`config.mk`:
```
export PLATFORM = sky130hd
export DESIGN_NAME = config_access_and_mux_decode
export DESIGN_NICKNAME = d
export VERILOG_FILES = /design/src/ircc_cfg_pkg.sv /design/src/cfg_reg_file.sv /design/src/config_access_and_mux_decode.sv
export SDC_FILE = /design/constraint.sdc
export NUM_CORES = 1
export LEC_CHECK = 0
export BUFFER_PORTS_ARGS = -buffer_cell sky130_fd_sc_hd__clkbuf_2
export CAP_MARGIN = 15
export CORE_UTILIZATION = 50
export DETAILED_ROUTE_END_ITERATION = 8
export PLACE_DENSITY = 0.68
export SLEW_MARGIN = 0
export SYNTH_ARGS = -nofsm -noshare
export SYNTH_HDL_FRONTEND = slang
export SYNTH_SLANG_ARGS = --single-unit
```
`constraint.sdc`:
```
create_clock -name clk_sys -period 10.25 [get_ports clk_sys]
set_clock_uncertainty 0.15 [all_clocks]
set_input_delay 0.5125 -clock clk_sys [delete_from_list [all_inputs] [get_ports clk_sys]]
set_output_delay 0.5125 -clock clk_sys [all_outputs]
set_load 0.1 [all_outputs]
```
`src/ircc_cfg_pkg.sv`:
```
// constants, field layouts, reset values and types for the configuration access block
// assumes the host bus pins reach the device through the top module's synchronisers
//
// Operation
// - multiplexed modes decode from bus, blocks, select
// - low five bits address; top three match blocks
// - chip select high decodes nothing
// - block mismatch decodes nothing
// - multiplexed modes free two extra GPIO lines
// - enabled devices keep running in configuration state
// - key/index at offset 0, data at 1
// - power up in run state, ports inactive
// - entry byte opens index and data ports
// - load index before data port access
// - ten registers, data port follows index
// - access stays enabled until explicit exit; a hard reset also returns to run
// - exit byte closes ports, back to run
// - power-on defaults; hard reset clears three
// - defaults: option 02, control B 01, timeout 03
// - reserved bits ignore writes, read zero
// - bank 0 eight addresses, upper reserved zero
// - interrupt control at index 0, reserved bits
// - bit 0 sets interrupt output polarity
// - lock bit blocks writes, reads still work
// - lock cannot be cleared by software
package ircc_cfg_pkg;

  // host interface select encodings
  localparam logic [1:0] HS_MUX_STROBE = 2'h2;
  localparam logic [1:0] HS_MUX_ISA    = 2'h3;

  // access key bytes
  localparam logic [7:0] KEY_ENTER = 8'h55;
  localparam logic [7:0] KEY_EXIT  = 8'haa;

  // address layout inside the 32-byte block
  localparam int         ADDR_BLOCK_MSB = 7;
  localparam int         ADDR_BLOCK_LSB = 5;
  localparam int         ADDR_BANK_MSB  = 4;
  localparam int         ADDR_BANK_LSB  = 3;
  localparam logic [1:0] BANK_CONFIG    = 2'h0;
  localparam logic [2:0] OFS_KEY_INDEX  = 3'h0;
  localparam logic [2:0] OFS_DATA       = 3'h1;

  // configuration register file
  localparam int         NUM_CFG_REGS = 10;
  localparam logic [7:0] IDX_IRQ_CTRL = 8'h00;
  localparam logic [7:0] IDX_DMA_CTRL = 8'h01;
  localparam logic [7:0] IDX_PWR_CTRL = 8'h08;
  localparam logic [7:0] IDX_LAST     = 8'h09;

  // interrupt control fields
  localparam int IRQ_POL_BIT = 0;
  localparam int LOCK_BIT    = 2;

  // power-on defaults, listed from index 9 down to 0
  localparam logic [8*NUM_CFG_REGS-1:0] CFG_POR_DEFAULTS =
    {8'h00, 8'h00, 8'h03, 8'h00, 8'h00, 8'h00, 8'h01, 8'h02, 8'h00, 8'h00};
  // writable bits, listed from index 9 down to 0
  localparam logic [8*NUM_CFG_REGS-1:0] CFG_WRITE_MASKS =
    {8'hff, 8'hff, 8'hff, 8'hff, 8'hff, 8'hff, 8'h11, 8'h3f, 8'h03, 8'h05};
  // registers that hard reset returns to zero
  localparam logic [NUM_CFG_REGS-1:0] CFG_HARD_CLEAR = 10'h103;

  // access state
  typedef enum logic [1:0] {
    ST_RUN    = 2'b01,
    ST_CONFIG = 2'b10
  } cfg_state_t;

endpackage : ircc_cfg_pkg

```
`src/cfg_reg_file.sv`:
```
// ten indexed configuration registers with power-on and hard-reset defaults
// assumes write strobe, index and data come from the access logic on the same clock
`timescale 1ns/100ps
`default_nettype none
module cfg_reg_file #(
  parameter int NUM_REGS = ircc_cfg_pkg::NUM_CFG_REGS
) (
  input  wire logic                  clk_sys,
  input  wire logic                  porRst_n,
  input  wire logic                  hardReset,
  input  wire logic                  wrEn,
  input  wire logic [3:0]            wrIndex,
  input  wire logic [7:0]            wrData,
  output logic      [8*NUM_REGS-1:0] regsFlat
);

  // one byte lane per register; masks keep reserved bits at zero
  genvar gi;
  generate
    for (gi = 0; gi < NUM_REGS; gi++) begin : g_reg
      localparam logic [7:0] POR  = ircc_cfg_pkg::CFG_POR_DEFAULTS[8*gi +: 8];
      localparam logic [7:0] MASK = ircc_cfg_pkg::CFG_WRITE_MASKS[8*gi +: 8];
      logic      [7:0] value;
      wire logic [7:0] stickyBits;
      wire logic [7:0] next_value;
      // lock bit only ever ORs in, software cannot clear it
      assign stickyBits = (gi == 0) ? (value & (8'h01 << ircc_cfg_pkg::LOCK_BIT))
                                    : 8'h00;
      assign next_value = (wrData & MASK) | stickyBits;
      // each lane owns its own flops so no two processes share a variable
      always_ff @(posedge clk_sys or negedge porRst_n) begin
        if (!porRst_n) begin
          value <= POR;
        end else if (hardReset && ircc_cfg_pkg::CFG_HARD_CLEAR[gi]) begin
          value <= 8'h00;
        end else if (wrEn && (wrIndex == 4'(gi))) begin
          value <= next_value;
        end
      end
      assign regsFlat[8*gi +: 8] = value;
    end
  endgenerate

  wire logic [7:0] irqCtrl;
  assign irqCtrl = regsFlat[7:0];

  // reserved interrupt-control bits never show a one
  property p_reserved_zero;
    @(posedge clk_sys) disable iff (!porRst_n)
    (irqCtrl & ~ircc_cfg_pkg::CFG_WRITE_MASKS[7:0]) == 8'h00;
  endproperty
  a_reserved_zero: assert property (p_reserved_zero)
    else $error("reserved interrupt control bit set");

  // lock survives every write until hard reset
  property p_lock_sticky;
    @(posedge clk_sys) disable iff (!porRst_n)
    (irqCtrl[ircc_cfg_pkg::LOCK_BIT] && !hardReset) |=> irqCtrl[ircc_cfg_pkg::LOCK_BIT];
  endproperty
  a_lock_sticky: assert property (p_lock_sticky)
    else $error("lock bit cleared without hard reset");

  // hard reset clears dma control but keeps infrared option
  property p_hard_clear;
    @(posedge clk_sys) disable iff (!porRst_n)
    hardReset |=> (regsFlat[15:8] == 8'h00) && $stable(regsFlat[23:16]);
  endproperty
  a_hard_clear: assert property (p_hard_clear)
    else $error("hard reset default wrong");

endmodule : cfg_reg_file
`default_nettype wire

```
`src/config_access_and_mux_decode.sv`:
```
// multiplexed address decode and configuration access state for the infrared controller
// assumes host pins are asynchronous to clk_sys and strobes last several clock periods
`timescale 1ns/100ps
`default_nettype none
module config_access_and_mux_decode (
  input  wire logic       clk_sys,
  input  wire logic       rst_n,
  input  wire logic       hardReset,
  input  wire logic [1:0] host_type_select,
  input  wire logic [2:0] block_select_pins,
  input  wire logic       chip_sel_n,
  input  wire logic       addrEnable,
  input  wire logic       addrStrobe,
  input  wire logic       readDirPin,
  input  wire logic       strobePin_n,
  input  wire logic [7:0] adIn,
  input  wire logic       irqRequest,
  output logic      [7:0] adOut,
  output logic            adOe,
  output logic            irqPin,
  output logic            extraGpioAvail,
  output logic            configActive,
  output logic            writeLocked
);

  // reset release through two flip-flops
  logic rstMeta_n;
  logic rstSync_n;
  always_ff @(posedge clk_sys or negedge rst_n) begin
    if (!rst_n) begin
      rstMeta_n <= 1'b0;
      rstSync_n <= 1'b0;
    end else begin
      rstMeta_n <= 1'b1;
      rstSync_n <= rstMeta_n;
    end
  end

  // all host pins are asynchronous: two flip-flops before any logic
  localparam int PIN_W = 19;
  wire  logic [PIN_W-1:0] pinRaw;
  logic       [PIN_W-1:0] pinMeta;
  logic       [PIN_W-1:0] pinSync;
  assign pinRaw = {hardReset, host_type_select, block_select_pins, chip_sel_n,
                   addrEnable, addrStrobe, readDirPin, strobePin_n, adIn};
  always_ff @(posedge clk_sys or negedge rstSync_n) begin
    if (!rstSync_n) begin
      pinMeta <= 19'h01b00; // idle levels: selects and strobes inactive
      pinSync <= 19'h01b00;
    end else begin
      pinMeta <= pinRaw;
      pinSync <= pinMeta;
    end
  end

  // named copies of the synchronised pins
  wire logic       hardRstS;
  wire logic [1:0] hostTypeS;
  wire logic [2:0] blockSelS;
  wire logic       chipSelS_n;
  wire logic       addrEnableS;
  wire logic       addrStrobeS;
  wire logic       readDirS;
  wire logic       strobeS_n;
  wire logic [7:0] adS;
  assign hardRstS    = pinSync[18];
  assign hostTypeS   = pinSync[17:16];
  assign blockSelS   = pinSync[15:13];
  assign chipSelS_n  = pinSync[12];
  assign addrEnableS = pinSync[11];
  assign addrStrobeS = pinSync[10];
  assign readDirS    = pinSync[9];
  assign strobeS_n   = pinSync[8];
  assign adS         = pinSync[7:0];

  // mode decode; isa and reserved encodings decode nothing here
  wire logic muxMode;
  wire logic isaStrobes;
  assign muxMode    = (hostTypeS == ircc_cfg_pkg::HS_MUX_STROBE) ||
                      (hostTypeS == ircc_cfg_pkg::HS_MUX_ISA);
  assign isaStrobes = (hostTypeS == ircc_cfg_pkg::HS_MUX_ISA);

  // strobe decode: isa style uses separate read and write lows,
  // the other style uses a direction level qualified by a data strobe
  wire logic readNow;
  wire logic writeNow;
  assign readNow  = isaStrobes ? !readDirS : (readDirS && !strobeS_n);
  assign writeNow = isaStrobes ? !strobeS_n : (!readDirS && !strobeS_n);

  // address latch follows the bus while the address strobe is high
  logic [7:0] adAddr;
  always_ff @(posedge clk_sys or negedge rstSync_n) begin
    if (!rstSync_n) begin
      adAddr <= 8'h00;
    end else if (addrStrobeS) begin
      adAddr <= adS;
    end
  end

  // write data is held from inside the strobe, taken when it ends
  logic [7:0] wrData;
  logic       writePrev;
  always_ff @(posedge clk_sys or negedge rstSync_n) begin
    if (!rstSync_n) begin
      wrData    <= 8'h00;
      writePrev <= 1'b0;
    end else begin
      writePrev <= writeNow;
      if (writeNow) begin
        wrData <= adS;
      end
    end
  end

  // block match against the select pins, then bank and offset
  wire logic       blockMatch;
  wire logic       bankHit;
  wire logic [2:0] regOffset;
  wire logic       writeDone;
  assign blockMatch = adAddr[ircc_cfg_pkg::ADDR_BLOCK_MSB:ircc_cfg_pkg::ADDR_BLOCK_LSB]
                      == blockSelS;
  assign bankHit    = muxMode && !chipSelS_n && !addrEnableS && blockMatch &&
                      (adAddr[ircc_cfg_pkg::ADDR_BANK_MSB:ircc_cfg_pkg::ADDR_BANK_LSB]
                       == ircc_cfg_pkg::BANK_CONFIG);
  assign regOffset  = adAddr[2:0];
  assign writeDone  = writePrev && !writeNow && bankHit;

  // access state and index register
  ircc_cfg_pkg::cfg_state_t state;
  ircc_cfg_pkg::cfg_state_t next_state;
  logic [7:0]               cfgIndex;
  logic [7:0]               next_cfgIndex;

  wire logic inConfig;
  wire logic keyWrite;
  wire logic dataWrite;
  wire logic indexInRange;
  assign inConfig     = (state == ircc_cfg_pkg::ST_CONFIG);
  assign keyWrite     = writeDone && (regOffset == ircc_cfg_pkg::OFS_KEY_INDEX);
  assign dataWrite    = writeDone && (regOffset == ircc_cfg_pkg::OFS_DATA) && inConfig;
  assign indexInRange = (cfgIndex <= ircc_cfg_pkg::IDX_LAST);

  // key handling: run waits for entry, configuration loads index or exits
  always_comb begin
    next_state    = state;
    next_cfgIndex = cfgIndex;
    unique case (state)
      ircc_cfg_pkg::ST_RUN: begin
        if (keyWrite && (wrData == ircc_cfg_pkg::KEY_ENTER)) begin
          next_state = ircc_cfg_pkg::ST_CONFIG;
        end
      end
      ircc_cfg_pkg::ST_CONFIG: begin
        if (keyWrite && (wrData == ircc_cfg_pkg::KEY_EXIT)) begin
          next_state = ircc_cfg_pkg::ST_RUN;
        end else if (keyWrite) begin
          next_cfgIndex = wrData;
        end
      end
      default: begin
        next_state = ircc_cfg_pkg::ST_RUN;
      end
    endcase
  end

  // hard reset also leaves the configuration state; index keeps its byte
  always_ff @(posedge clk_sys or negedge rstSync_n) begin
    if (!rstSync_n) begin
      state    <= ircc_cfg_pkg::ST_RUN;
      cfgIndex <= 8'h00;
    end else if (hardRstS) begin
      state    <= ircc_cfg_pkg::ST_RUN;
      cfgIndex <= cfgIndex;
    end else begin
      state    <= next_state;
      cfgIndex <= next_cfgIndex;
    end
  end

  // configuration registers
  logic [8*ircc_cfg_pkg::NUM_CFG_REGS-1:0] cfgRegs;
  wire  logic                               lockSet;
  wire  logic                               cfgWrEn;
  assign lockSet = cfgRegs[ircc_cfg_pkg::LOCK_BIT];
  assign cfgWrEn = dataWrite && indexInRange && !lockSet;

  cfg_reg_file #(
    .NUM_REGS (ircc_cfg_pkg::NUM_CFG_REGS)
  ) u_regs (
    .clk_sys   (clk_sys),
    .porRst_n  (rstSync_n),
    .hardReset (hardRstS),
    .wrEn      (cfgWrEn),
    .wrIndex   (cfgIndex[3:0]),
    .wrData    (wrData),
    .regsFlat  (cfgRegs)
  );

  // read selection: ports answer only in configuration, reserved offsets read zero
  wire logic [7:0] selReg;
  wire logic [7:0] next_adOut;
  wire logic       portRead;
  wire logic       next_adOe;
  assign selReg     = indexInRange ? cfgRegs[8*cfgIndex[3:0] +: 8] : 8'h00;
  assign portRead   = (regOffset == ircc_cfg_pkg::OFS_KEY_INDEX) ||
                      (regOffset == ircc_cfg_pkg::OFS_DATA);
  assign next_adOut = !inConfig ? 8'h00 :
                      (regOffset == ircc_cfg_pkg::OFS_KEY_INDEX) ? cfgIndex :
                      (regOffset == ircc_cfg_pkg::OFS_DATA) ? selReg : 8'h00;
  assign next_adOe  = readNow && bankHit && (inConfig || !portRead);

  // bus drive, interrupt polarity and status, all from flip-flops
  always_ff @(posedge clk_sys or negedge rstSync_n) begin
    if (!rstSync_n) begin
      adOut          <= 8'h00;
      adOe           <= 1'b0;
      irqPin         <= 1'b1;
      extraGpioAvail <= 1'b0;
      configActive   <= 1'b0;
      writeLocked    <= 1'b0;
    end else begin
      adOut          <= next_adOut;
      adOe           <= next_adOe;
      irqPin         <= irqRequest ^ !cfgRegs[ircc_cfg_pkg::IRQ_POL_BIT];
      extraGpioAvail <= muxMode;
      configActive   <= inConfig;
      writeLocked    <= lockSet;
    end
  end

  // chip select high never decodes
  property p_cs_idle;
    @(posedge clk_sys) disable iff (!rstSync_n)
    chipSelS_n |-> !bankHit;
  endproperty
  a_cs_idle: assert property (p_cs_idle)
    else $error("decode with chip select inactive");

  // mismatched block never decodes
  property p_block_miss;
    @(posedge clk_sys) disable iff (!rstSync_n)
    (adAddr[7:5] != blockSelS) |-> !bankHit;
  endproperty
  a_block_miss: assert property (p_block_miss)
    else $error("decode with block mismatch");

  // entry byte moves run to configuration on the next edge
  property p_enter;
    @(posedge clk_sys) disable iff (!rstSync_n || hardRstS)
    (state == ircc_cfg_pkg::ST_RUN && keyWrite && wrData == 8'h55)
      |=> (state == ircc_cfg_pkg::ST_CONFIG) && configActive == 1'b0 ##1 configActive;
  endproperty
  a_enter: assert property (p_enter)
    else $error("entry key not taken");

  // exit byte returns to run and leaves the index alone
  property p_exit;
    @(posedge clk_sys) disable iff (!rstSync_n || hardRstS)
    (inConfig && keyWrite && wrData == 8'haa)
      |=> (state == ircc_cfg_pkg::ST_RUN) && $stable(cfgIndex);
  endproperty
  a_exit: assert property (p_exit)
    else $error("exit key not taken");

  // any other offset-0 byte in configuration becomes the index
  property p_index_load;
    @(posedge clk_sys) disable iff (!rstSync_n || hardRstS)
    (inConfig && keyWrite && wrData != 8'haa)
      |=> inConfig && (cfgIndex == $past(wrData));
  endproperty
  a_index_load: assert property (p_index_load)
    else $error("index not loaded");

  // run state ignores every other key byte
  property p_run_ignore;
    @(posedge clk_sys) disable iff (!rstSync_n || hardRstS)
    (state == ircc_cfg_pkg::ST_RUN && keyWrite && wrData != 8'h55)
      |=> (state == ircc_cfg_pkg::ST_RUN) && $stable(cfgIndex);
  endproperty
  a_run_ignore: assert property (p_run_ignore)
    else $error("run state took a key");

  // access ports stay off the bus in run state
  property p_port_quiet;
    @(posedge clk_sys) disable iff (!rstSync_n)
    (readNow && bankHit && portRead && !inConfig) |=> !adOe;
  endproperty
  a_port_quiet: assert property (p_port_quiet)
    else $error("access port answered in run state");

  // interrupt pin follows request through the polarity bit
  property p_irq_pol;
    @(posedge clk_sys) disable iff (!rstSync_n)
    ##1 irqPin == ($past(irqRequest) ^ !$past(cfgRegs[0]));
  endproperty
  a_irq_pol: assert property (p_irq_pol)
    else $error("interrupt polarity wrong");

  // locked file ignores data port writes
  property p_locked;
    @(posedge clk_sys) disable iff (!rstSync_n || hardRstS)
    (lockSet && dataWrite) |=> $stable(cfgRegs);
  endproperty
  a_locked: assert property (p_locked)
    else $error("write reached locked registers");

  // extra gpio lines stay off in the isa mode (encoding 1)
  property p_gpio;
    @(posedge clk_sys) disable iff (!rstSync_n)
    (hostTypeS == 2'h1) |=> !extraGpioAvail;
  endproperty
  a_gpio: assert property (p_gpio)
    else $error("extra gpio in isa mode");

  // data port writes past the last index change nothing
  property p_index_range;
    @(posedge clk_sys) disable iff (!rstSync_n || hardRstS)
    (dataWrite && !indexInRange) |=> $stable(cfgRegs);
  endproperty
  a_index_range: assert property (p_index_range)
    else $error("write beyond last index reached a register");

  // reserved offsets answer with zero on the bus
  property p_reserved_read;
    @(posedge clk_sys) disable iff (!rstSync_n)
    (readNow && bankHit && (regOffset > ircc_cfg_pkg::OFS_DATA))
      |=> adOe && (adOut == 8'h00);
  endproperty
  a_reserved_read: assert property (p_reserved_read)
    else $error("reserved offset read not zero");

  // configuration state holds until the exit byte or hard reset
  property p_stay_config;
    @(posedge clk_sys) disable iff (!rstSync_n || hardRstS)
    (inConfig && !(keyWrite && (wrData == ircc_cfg_pkg::KEY_EXIT))) |=> inConfig;
  endproperty
  a_stay_config: assert property (p_stay_config)
    else $error("configuration state left without exit byte");

  // lock status output follows the lock bit one cycle late
  property p_lock_out;
    @(posedge clk_sys) disable iff (!rstSync_n)
    ##1 writeLocked == $past(lockSet);
  endproperty
  a_lock_out: assert property (p_lock_out)
    else $error("lock status output wrong");

endmodule : config_access_and_mux_decode
`default_nettype wire

```
==> impl_metrics.json <==
{
  "crit_family": "simple AND/OR/NAND/NOR gates",
  "dr.pass1.iters": 4,
  "fmax_mhz": 302,
  "cts_setup_buffers": 0,
  "clock_latency_ns": 0.42,
  "path_buf_inv": 0,
  "port_buffers": 34,
  "cts_max_path_buffers": 2,
  "start_kind": "flop",
  "min_from": "adIn[3]",
  "synth_nets": 430,
  "p_leak_nw": 3.13,
  "grt_pass1_wl_microns": 18900,
  "maxCapViolations": 0,
  "io_pins": 35,
  "post_cts_resized": 0,
  "cp_slowest_cell": "nor4_4",
  "antenna_cells": 0,
  "yosysWarnings": 0,
  "synthXorXnorAreaFrac": 0.00599,
  "die-area_sq_um": 12100,
  "avgViaCountPerCell": 5.70,
  "detail-route-antenna-nets": 0,
  "cts_tree": "done",
  "rows": 39,
  "final_max_slew_viol_count": 0,
  "finalHoldViolCount": 0,
  "yosys.area_share.simple": 0.116,
  "fin_crit_ns": 3.31,
  "cp_slowest_stage_delay_ns": 1.00,
  "irDropWorstVdd_uv": 155,
  "fin_setup_tns_ns": 0,
  "post-route-period-util": 0.323,
  "ys_top_cells_by_count": "126 x dfrtp_1, 67 x mux2_2, 26 x nand2b_1",
  "synth.largest_area_cell": "dfrtp_1",
  "arrival_ns": 3.50,
  "synth_compound_area_frac": 0.0421,
  "cts_hold_buf": 2,
  "status": "finished, final reports clean",
  "synth_top_area_share": 0.539,
  "area.growth.synth_to_final_pct": 16.2,
  "cts-root-buf": "clkbuf_16",
  "clk_transition_reported_paths_ns": 0.06,
  "ys_ff_latch": 140,
  "reg2regPathDepth": 4,
  "worstSetupEndpointType": "flop",
  "powerDensity_nw_per_um2": 188,
  "hold_depth": 1,
  "hp-class": "in -> reg",
  "grt_pass1_vias": 3565,
  "path_depth": 4,
  "place_congestion": 0.844,
  "grt_use_total": 0.220,
  "rsz0062_at_grt": "no",
  "synth.avg_cell_area_sq_um": 14.3,
  "synthMuxAreaShare": 0.209,
  "synth-main-ff-cell": "dfrtp_1",
  "totalWireLength_microns": 11500,
  "syn_inst": 408,
  "clkSinkCount": 140,
  "yosysSeqAreaShare": 0.602,
  "async_flop_share": 1.00,
  "vias": 3413,
  "fp.dieW_microns": 110,
  "worstMarginPinSlew_ns": 1.14,
  "antenna_found_initial": 0,
  "start_util": 0.512,
  "remaining_drc_errors": 0,
  "drive_above_1_share": 0.382,
  "relSlewSlack": 0.232,
  "startpoint": "cfgIndex[1]",
  "synth-edff-count": 0,
  "drtIter0Drc": 192,
  "design.core.area_sq_um": 11400,
  "synthAdderAreaFrac": 0,
  "synth_cell_types": 54,
  "cts.htree.levels": 4,
  "synth.most_common_cell": "dfrtp_1",
  "overflow": 0,
  "finalSetupViolCount": 0,
  "fin_total_pwr_mw": 1.28,
  "dieHeight_microns": 110,
  "fin_nets": 465,
  "crit_type": "reg -> reg",
  "path_cells": "o21a_1 > nor4_4 > and4_1 > mux2i_1",
  "place.detailed.hpwl_microns": 7470,
  "synth_area_leaders": "dfrtp_1 54%, mux2_2 13%, dfstp_2 6.3%",
  "r2r_start": "cfgIndex[1]",
  "synth_top_family_by_area": "multiplexers",
  "routedWlPerCell_microns": 19.2,
  "required_ns": 10.44,
  "fill_cells": 920,
  "synth_area_sq_um": 5850,
  "cts_buffers": 17,
  "cp_max_fo": 31,
  "grt_max_degree": 82
}
state kept, by name (all words and copies together) (netlist names), 2 cells and up:
| signal | flops |
|---|---|
| adOut | 8 |
| cfgIndex | 8 |
| state | 2 |
| wrData | 8 |
| pinSync | 19 |
| pinMeta | 19 |
| u_regs.g.value | 60 |
| adAddr | 8 |
routing by layer:
layer | track usage | part of all wire
met4 | 0.0912 | 0.022
met1 | 0.292 | 0.45
met5 | 0 | 0
met3 | 0.0758 | 0.055
met2 | 0.332 | 0.47
final timing paths:
path	slack (ns)	end
max in group asynchronous	8.23	u_regs.g_reg[7].value[6]
min	0.04	pinMeta[3]
min reg2reg	0.19	pinSync[14]
min in group asynchronous	0.22	pinSync[14]
max	6.94	u_regs.g_reg[8].value[2]
max reg2reg	6.94	u_regs.g_reg[8].value[2]
final cells by class:
type                            instances  area, sq um  share of cell area
Sequential cell                       140         3520               0.519
Multi-Input combinational cell        234         2200               0.323
Clock buffer                           20          457              0.0672
Timing Repair Buffer                   42          246              0.0363
Tap cell                              143          179              0.0263
Clock inverter                         12          160              0.0236
Inverter                                8         30.0             0.00442
power by group:
| part | leakage [nW] | switching (mW) | total (mW) | internal [mW] |
|---|---|---|---|---|
| clock network | 0.301 | 0.233 | 0.630 | 0.397 |
| registers | 1.79 | 0.0319 | 0.603 | 0.571 |
| logic | 1.04 | 0.0240 | 0.0439 | 0.0200 |
| total | 3.13 | 0.289 | 1.28 | 0.988 |
cell usage in the layout, fill, tap and decap left out, drive strengths merged, types with 5 or more instances in the layout:
| cell | n |
|---|---|
| clkbuf | 54 |
| nand4 | 10 |
| nor3 | 8 |
| nand2 | 7 |
| mux4 | 8 |
| dfstp | 14 |
| dfrtp | 126 |
| o21ai | 6 |
| nand2b | 26 |
| nor4 | 6 |
| nor2 | 7 |
| dlygate4sd3 | 5 |
| mux2i | 22 |
| mux2 | 73 |
| clkinv | 6 |
| a21oi | 8 |
| inv | 10 |
cell families after synthesis:
logic type	after synthesis
and+or+nand+nor	91
AOI/OAI and AO/OA	35
buffers and inverters	34
other	1
xor gates and xnor gates	4
muxes	103
DFF	140
through the flow:
step	instance area [sq um]	utilization	hold WS [ns]	std cells	setup WS, ns
floorplan	5850	-	0.0669	408	5.94
global placement	6110	0.536	0.153	561	7.04
detailed placement	6110	0.536	0.153	561	6.95
CTS	6750	0.591	0.000325	595	6.95
global route	6790	0.595	0.0157	599	6.75
finish	6790	0.595	0.0422	599	6.94
No activity file was read; power rests on OpenSTA's default activity.
